--- src/imc_pkg.sv ---
// Package: register map, field layout and resets of the mode control block
//------------------------------------------------------------------------
// Functional notes
//------------------------------------------------------------------------
// Functional notes
// - Route clear: level code 000 masks, 001 to 111 give priority 1 to 7.
// - Route set: source is a DMA trigger, level field picks channel 0 to 7.
// - Byte 0, bits 7 to 0, configures source 28, the timer capture event.
// - Byte 1, bits 15 to 8, configures source 29, first compare match.
// - Byte 2, bits 23 to 16, configures source 30, second compare match.
// - Byte 3, bits 31 to 24, configures source 31, third compare match.
package imc_pkg;
	localparam logic [31:0] IMC_ADDR_MODE  = 32'hffffe01c;
	localparam int          IMC_NUM_SRC    = 4;
	localparam int          IMC_FIRST_SRC  = 28;
	localparam int          IMC_LVL_LSB    = 0;
	localparam int          IMC_ROUTE_BIT  = 4;
	localparam int          IMC_TRIG_LSB   = 5;
	localparam logic [7:0]  IMC_BYTE_MASK  = 8'h77;
	localparam logic [7:0]  IMC_BYTE_RESET = 8'h00;
	localparam logic [1:0]  IMC_TRIG_RISE  = 2'h3;
	localparam logic [2:0]  IMC_LVL_MASKED = 3'h0;
	localparam logic [31:0] IMC_UNMAPPED   = 32'h00000000;
endpackage

--- src/imc_mode_ctrl.sv ---
// Mode control register for interrupt sources 28 to 31 on Avalon-MM
`timescale 1ns/1ps
module imc_mode_ctrl (
	// Clock and reset
	input  wire logic        clk,
	input  wire logic        rst,
	// Avalon-MM slave
	input  wire logic [31:0] avsAddress,
	input  wire logic        avsRead,
	input  wire logic        avsWrite,
	input  wire logic [31:0] avsWritedata,
	input  wire logic [3:0]  avsByteenable,
	output logic      [31:0] avsReaddata,
	output logic             avsWaitrequest,
	// Request pins: capture, compare 0, 1, 2 (sources 28..31)
	input  wire logic [3:0]  srcReq,
	// Interrupt side, one per source
	output logic      [3:0]  irqReq,
	output logic      [11:0] irqLevel,
	// DMA side, one per source
	output logic      [3:0]  dmaReq,
	output logic      [11:0] dmaChan,
	// Trigger mode view, one two-bit field per source
	output logic      [7:0]  trigMode
);
	localparam int N = imc_pkg::IMC_NUM_SRC;

	logic [N-1:0]  sync1_q;
	logic [N-1:0]  sync2_q;
	logic          hit;
	logic          done_q;
	logic [31:0]   regView;
	logic [N-1:0]  irqP;
	logic [N-1:0]  dmaP;
	logic [3*N-1:0] irqL;
	logic [3*N-1:0] dma_unit;
	logic [2*N-1:0] trigW;

	//--------------------------------------------------------------------
	// Bus slave: one wait cycle, then done for one cycle
	//--------------------------------------------------------------------
	assign hit = (avsAddress == imc_pkg::IMC_ADDR_MODE);

	always_ff @(posedge clk or posedge rst) begin
		if (rst) begin
			done_q <= 1'b0;
		end else begin
			done_q <= (avsRead | avsWrite) & ~done_q;
		end
	end

	always_ff @(posedge clk or posedge rst) begin
		if (rst) begin
			avsWaitrequest <= 1'b1;
		end else begin
			avsWaitrequest <= ~((avsRead | avsWrite) & ~done_q);
		end
	end

	always_ff @(posedge clk or posedge rst) begin
		if (rst) begin
			avsReaddata <= imc_pkg::IMC_UNMAPPED;
		end else if (avsRead & ~done_q) begin
			avsReaddata <= hit ? regView : imc_pkg::IMC_UNMAPPED;
		end
	end

	//--------------------------------------------------------------------
	// Pin synchronisers
	//--------------------------------------------------------------------
	always_ff @(posedge clk or posedge rst) begin
		if (rst) begin
			sync1_q <= '0;
			sync2_q <= '0;
		end else begin
			sync1_q <= srcReq;
			sync2_q <= sync1_q;
		end
	end

	//--------------------------------------------------------------------
	// Per-source byte lane: byte i serves source 28+i
	//--------------------------------------------------------------------
	genvar i;
	generate
		for (i = 0; i < N; i++) begin : g_src
			logic [7:0] rdB;
			logic [1:0] tm;
			logic       rt;
			logic [2:0] lc;
			// Write lands at the end of the wait cycle, one edge before the transfer is accepted
			imc_src_cfg u_cfg (
				.clk       (clk),
				.rst       (rst),
				.wrEn      (avsWrite & ~done_q & hit &
					avsByteenable[i]),
				.wrData    (avsWritedata[8*i +: 8]),
				.rdByte    (rdB),
				.trigMode  (tm),
				.dmaRoute  (rt),
				.levelChan (lc)
			);
			imc_req_route u_route (
				.clk       (clk),
				.rst       (rst),
				.reqLevel  (sync2_q[i]),
				.dmaRoute  (rt),
				.levelChan (lc),
				.irqPulse  (irqP[i]),
				.irqLevel  (irqL[3*i +: 3]),
				.dmaPulse  (dmaP[i]),
				.dmaChan   (dma_unit[3*i +: 3])
			);
			assign regView[8*i +: 8] = rdB;
			assign trigW[2*i +: 2]   = tm;
		end
	endgenerate

	//--------------------------------------------------------------------
	// Registered outputs
	//--------------------------------------------------------------------
	always_ff @(posedge clk or posedge rst) begin
		if (rst) begin
			irqReq   <= '0;
			irqLevel <= '0;
			dmaReq   <= '0;
			dmaChan  <= '0;
			trigMode <= '0;
		end else begin
			irqReq   <= irqP;
			irqLevel <= irqL;
			dmaReq   <= dmaP;
			dmaChan  <= dma_unit;
			trigMode <= trigW;
		end
	end

	a_wait_one: assert property (@(posedge clk) disable iff (rst)
		((avsRead || avsWrite) && avsWaitrequest && !done_q)
			|=> !avsWaitrequest)
		else $error("bus answer late");
	a_write_lane0: assert property (@(posedge clk) disable iff (rst)
		(avsWrite && !done_q && hit && avsByteenable[0]) |=>
			(regView[7:0] == ($past(avsWritedata[7:0]) & 8'h77)))
		else $error("byte 0 not written");
	a_write_lane3: assert property (@(posedge clk) disable iff (rst)
		(avsWrite && !done_q && hit && avsByteenable[3]) |=>
			(regView[31:24] == ($past(avsWritedata[31:24]) & 8'h77)))
		else $error("byte 3 not written");
	a_reserved_read: assert property (@(posedge clk) disable iff (rst)
		(avsReaddata & 32'h88888888) == 32'h0)
		else $error("reserved bits read nonzero");
endmodule

--- src/imc_src_cfg.sv ---
// One source byte of the mode register and its decoded routing
`timescale 1ns/1ps
module imc_src_cfg (
	// Clock and reset
	input  wire logic       clk,
	input  wire logic       rst,
	// Register access
	input  wire logic       wrEn,
	input  wire logic [7:0] wrData,
	output logic      [7:0] rdByte,
	// Decoded configuration
	output logic      [1:0] trigMode,
	output logic            dmaRoute,
	output logic      [2:0] levelChan
);
	logic [7:0] cfg_q;

	//--------------------------------------------------------------------
	// Storage
	//--------------------------------------------------------------------
	always_ff @(posedge clk or posedge rst) begin
		if (rst) begin
			cfg_q <= imc_pkg::IMC_BYTE_RESET;
		end else if (wrEn) begin
			cfg_q <= wrData & imc_pkg::IMC_BYTE_MASK;
		end
	end

	assign rdByte    = cfg_q;
	assign trigMode  = cfg_q[imc_pkg::IMC_TRIG_LSB +: 2];
	assign dmaRoute  = cfg_q[imc_pkg::IMC_ROUTE_BIT];
	assign levelChan = cfg_q[imc_pkg::IMC_LVL_LSB +: 3];

	a_reserved_zero: assert property (@(posedge clk) disable iff (rst)
		(cfg_q[7] == 1'b0) && (cfg_q[3] == 1'b0))
		else $error("reserved bit set");
endmodule

--- src/imc_req_route.sv ---
// Steers one edge-detected request to interrupt or DMA trigger
`timescale 1ns/1ps
module imc_req_route (
	// Clock and reset
	input  wire logic       clk,
	input  wire logic       rst,
	// Synchronised request level and configuration
	input  wire logic       reqLevel,
	input  wire logic       dmaRoute,
	input  wire logic [2:0] levelChan,
	// Routed outputs
	output logic            irqPulse,
	output logic      [2:0] irqLevel,
	output logic            dmaPulse,
	output logic      [2:0] dmaChan
);
	logic prev_q;
	logic rise;

	always_ff @(posedge clk or posedge rst) begin
		if (rst) begin
			prev_q <= 1'b0;
		end else begin
			prev_q <= reqLevel;
		end
	end

	// Rising edge only; the trigger field is required to select it, but it is not an input here and any value gives rising edge
	assign rise = reqLevel & ~prev_q;

	always_ff @(posedge clk or posedge rst) begin
		if (rst) begin
			irqPulse <= 1'b0;
			irqLevel <= 3'h0;
			dmaPulse <= 1'b0;
			dmaChan  <= 3'h0;
		end else begin
			irqPulse <= rise & ~dmaRoute &
				(levelChan != imc_pkg::IMC_LVL_MASKED);
			irqLevel <= dmaRoute ? 3'h0 : levelChan;
			dmaPulse <= rise & dmaRoute;
			dmaChan  <= dmaRoute ? levelChan : 3'h0;
		end
	end

	a_masked_quiet: assert property (@(posedge clk) disable iff (rst)
		(!dmaRoute && levelChan == 3'h0 && $stable(levelChan)
			&& $stable(dmaRoute)) |=> !irqPulse)
		else $error("masked source raised interrupt");
	a_dma_excl: assert property (@(posedge clk) disable iff (rst)
		!(irqPulse && dmaPulse))
		else $error("request sent to both targets");
	a_dma_route: assert property (@(posedge clk) disable iff (rst)
		(reqLevel && !prev_q && dmaRoute) |=> (dmaPulse && dmaChan ==
			$past(levelChan)))
		else $error("dma trigger missing");
	a_irq_route: assert property (@(posedge clk) disable iff (rst)
		(reqLevel && !prev_q && !dmaRoute && levelChan != 3'h0)
			|=> (irqPulse && irqLevel == $past(levelChan)))
		else $error("interrupt missing");
endmodule

--- config.mk ---
export PLATFORM = sky130hd
export DESIGN_NAME = imc_mode_ctrl
export DESIGN_NICKNAME = d
export VERILOG_FILES = /design/src/imc_pkg.sv /design/src/imc_mode_ctrl.sv /design/src/imc_src_cfg.sv /design/src/imc_req_route.sv
export SDC_FILE = /design/constraint.sdc
export NUM_CORES = 1
export LEC_CHECK = 0
export ABC_CLOCK_PERIOD_IN_PS = 4300
export BUFFER_PORTS_ARGS = -buffer_cell sky130_fd_sc_hd__buf_2
export CAP_MARGIN = 25
export CORE_MARGIN = 3
export CORE_UTILIZATION = 49
export DETAILED_ROUTE_END_ITERATION = 16
export GPL_ROUTABILITY_DRIVEN = 0
export PLACE_DENSITY = 0.78
export SLEW_MARGIN = 30
export SYNTH_ARGS = -nofsm -noshare
export SYNTH_HDL_FRONTEND = slang
export SYNTH_SLANG_ARGS = --single-unit
export TNS_END_PERCENT = 50
--- constraint.sdc ---
create_clock -name clk -period 4.3 [get_ports clk]
set_input_delay 0.215 -clock clk [delete_from_list [all_inputs] [get_ports clk]]
set_output_delay 0.215 -clock clk [all_outputs]
set_load 0.03 [all_outputs]
==> results by group <==
CTS
  • Deepest clock path buffer count: 2
  • Total CTS buffers: 17
  • Hold Buf Count CTS: 29
  • PostCTS Resize Cnt: 0
  • Clk slew on worst S/H paths: 0.06 ns
  • CTS tree: built
  • Root buffer cell: clkbuf_8
  • Clock sinks: 134
  • Setup bufs post-CTS: 0
  • Worst-skew pair later-pin latency: 0.51 ns
  • H-tree levels: 4

GRT
  • GRT Total Usage: 20.7%
  • Vias in the first global route: 3152
  • Grt ovf: 0
  • Initial antenna violation count: 0
  • Largest net degree at the start of global routing: 84
  • First-pass GRT wire length: 15600 µm

STA
  • Final Max Tran Viols: 0
  • Hold Vio Cnt, Final: 0
  • Tmin final: 1.63 ns
  • Final period util: 37.9%
  • Max Freq: 614 MHz
  • Hold WS: 0.175 ns
  • Clock skew: 0.00729 ns
  • RSZ-0062 raised after global routing: no
  • Final setup fails: 0
  • Rel. slew slack: 48.7%
  • PnR worst setup slack: 2.67 ns
  • Worst Tran Pin Value: 0.768 ns
  • Setup TNS: 0 ns

Place
  • Final HPWL DP: 6330 µm
  • Place WS: 2.24 ns
  • Placed cell count: 533
  • DP Area: 0.00516 mm²
  • Buffers on Ports: 132

Floorplanning
  • Row count: 33
  • Full die area: 0.0102 mm²
  • Die height: 101 µm
  • Die width: 101 µm
  • Starting Density: 52.1%
  • Core Region: 0.00846 mm²
  • I/O pins: 149

Logic synthesis
  • Top cells by area, synth: dfrtp_1 75%, mux2_2 6.1%, nand2_1 4.2%
  • Largest family of logic cells by synthesized area: simple AND/OR/NAND/NOR gates
  • Synth cell types: 20
  • Synth top area share: 75.5%
  • Seq cells post-synth: 134
  • Synth Warn #: 0
  • Cell count after synthesis: 304
  • Simple-gate share of the synthesized area: 12.8%
  • Synthesized cell area: 0.00441 mm²
  • Post-synthesis adder-cell area fraction: 0%
  • Compound-Gate Fraction of Synth Area: 2.72%
  • Biggest area consumer among synthesized cells: dfrtp_1
  • Mux share of post-synthesis cell area: 6.13%
  • XOR/XNOR Fraction of Synth Area: 0%
  • Seq/Total Area, Yosys: 76.1%
  • Syn Area/Cell: 14.5 µm²

Critical path
  • R2r startpoint: done_q
  • Startpoint Class: register
  • RR Endpoint: g_src[2].u_cfg.rdByte[0]
  • Critical path type: reg -> reg
  • Worst reg2reg path depth: 3
  • CP bufs+invs: 0
  • Register-to-register path setup slack: 2.67 ns
  • Critical-path top delay cell: dfrtp_1
  • Crit path max-delay family: simple AND/OR/NAND/NOR gates
  • Crit Path Max Fanout: 6
  • CP required: 4.69 ns
  • CP max stage delay: 0.41 ns
  • Crit path cell chain: nor2b_1 -> nand4_1 -> mux2_2
  • CP Capture Type: register
  • Worst path arrival time: 2.02 ns

Power
  • Sequential Power Share: 44.8%
  • P_int: 2.25 mW
  • Worst IR Drop VDD: 0.232 mV
  • Clock share of power: 51.1%
  • Pwr/cell area: 471 mW/mm²
  • LEAKAGE: 3.27 nW
  • Switching fraction of total power: 20.9%
  • Net Switching: 0.594 mW
  • Comb pwr share: 4.1%

Route
  • DRT Pass-1 Iters: 4
  • Antenna violation net count after detailed routing: 0
  • Via density per instance: 4.95
  • Via Count: 2928
  • Drt total wl: 9710 µm
  • DRC errors left: 0
  • WL per Instance: 16.4 µm
  • DR iter-0 viols: 75

Finish
  • Share of layout cells above drive strength 1: 39.2%
  • Fill cells: 560
  • Final instance area: 0.00605 mm²
  • Final #Nets: 552
  • Ant. Diodes: 0
  • Most frequent cells in the layout: 133 x dfrtp_1, 132 x buf_2, 49 x nand2_1
  • Layout area overhead: 37.2%
  • Non-Filler Instances: 592
  • Commonest non-fill, non-tap cell in the layout: dfrtp_1

Hold path
  • Hold path depth: 3
  • Hold Startpoint: avsWrite
  • WHS Endpoint: avsWaitrequest
  • Hold Crit Class: in -> reg

Status
  • Outcome: complete, no violations

Job
  • # Max-Cap Violations: 0
## tightest hold or removal path, delay by kind of cell
| kind | cells | cell delay (ns) |
|---|---|---|
| buffers and inverters | 1 | 0.10 |
| AND/OR/NAND/NOR | 2 | 0.31 |
## state kept, by name, indices dropped and copies added, names as in the netlist
register,count
irqReq,4
g_src.u_route.dmaPulse,4
dmaChan,12
avsReaddata,24
done_q,1
irqLevel,12
dmaReq,4
sync1_q,4
g_src.u_route.prev_q,4
sync2_q,4
g_src.u_route.irqPulse,4
g_src.u_cfg.rdByte,24
trigMode,8
avsWaitrequest,1
g_src.u_route.irqLevel,12
g_src.u_route.dmaChan,12
## kinds of logic (layout without fill, tap and decap cells)
family	after synthesis	after routing
DFF	134	134
muxes	24	24
other	1	8
and+or+nand+nor	103	103
AOI/OAI and AO/OA	24	24
buffers and inverters	18	194
## power groups by stage
stage | clock network (mW) | logic [mW] | registers, mW
floorplan | 0 | 0.0522 | 1.30
detailed placement | 0 | 0.0949 | 1.30
CTS | 1.47 | 0.116 | 1.28
global route | 1.54 | 0.128 | 1.28
global placement | 0 | 0.0918 | 1.30
finish | 1.46 | 0.116 | 1.28
## cells in the mapped netlist
cell type	count
inv_1	2
nor3_1	4
nor4bb_1	2
nand4_1	8
and3b_1	4
mux2_2	24
nor2_1	1
nand2b_1	1
and4_1	1
buf_4	8
and2_1	12
dfstp_2	1
conb_1	1
nor4_4	1
dfrtp_1	133
nand2_1	49
clkbuf_1	8
nor4b_1	6
nor2b_1	14
o21ai_0	24
## area by class of cell
class	count	area (µm²)	area share (%)
Clock buffer	18	418	6.91
Clock inverter	12	180	2.98
Multi-Input combinational cell	159	995	16.4
Sequential cell	134	3350	55.4
Tap cell	105	131	2.17
Timing Repair Buffer	162	958	15.8
Inverter	2	12.5	0.207
## worst max-delay path by stage
| stage | depth (start not counted) | from | to | slack (ns) |
|---|---|---|---|---|
| 2_1_floorplan | 1 | rst | avsReaddata[0] | 0.50 |
| 3_3_place_gp | 5 | avsAddress[9] | g_src[2].u_cfg.rdByte[5] | 2.35 |
| 3_5_place_dp | 5 | avsAddress[10] | avsReaddata[8] | 2.24 |
| 4_1_cts | 4 | rst | g_src[2].u_route.dmaChan[0] | 2.53 |
| 5_1_grt | 5 | avsAddress[1] | avsReaddata[2] | 2.55 |
| 6_report | 3 | done_q | g_src[2].u_cfg.rdByte[0] | 2.67 |
## layer usage
layer	vias to the layer above	GRT usage [%]	wire [µm]
met3	17	6.78	627
met2	107	37.7	5320
met1	1462	22.6	3630
li1	1342	-	-
met5	-	0	0
met4	0	6.84	124
## stage by stage
| step | utilization, % | power [mW] |
|---|---|---|
| 2_1_floorplan | - | 1.35 |
| 3_3_place_gp | 60.9 | 1.39 |
| 3_5_place_dp | 60.9 | 1.39 |
| 4_1_cts | 71.4 | 2.86 |
| 5_1_grt | 71.5 | 2.94 |
| 6_report | 71.5 | 2.85 |
(Power assumes the default switching activity.)
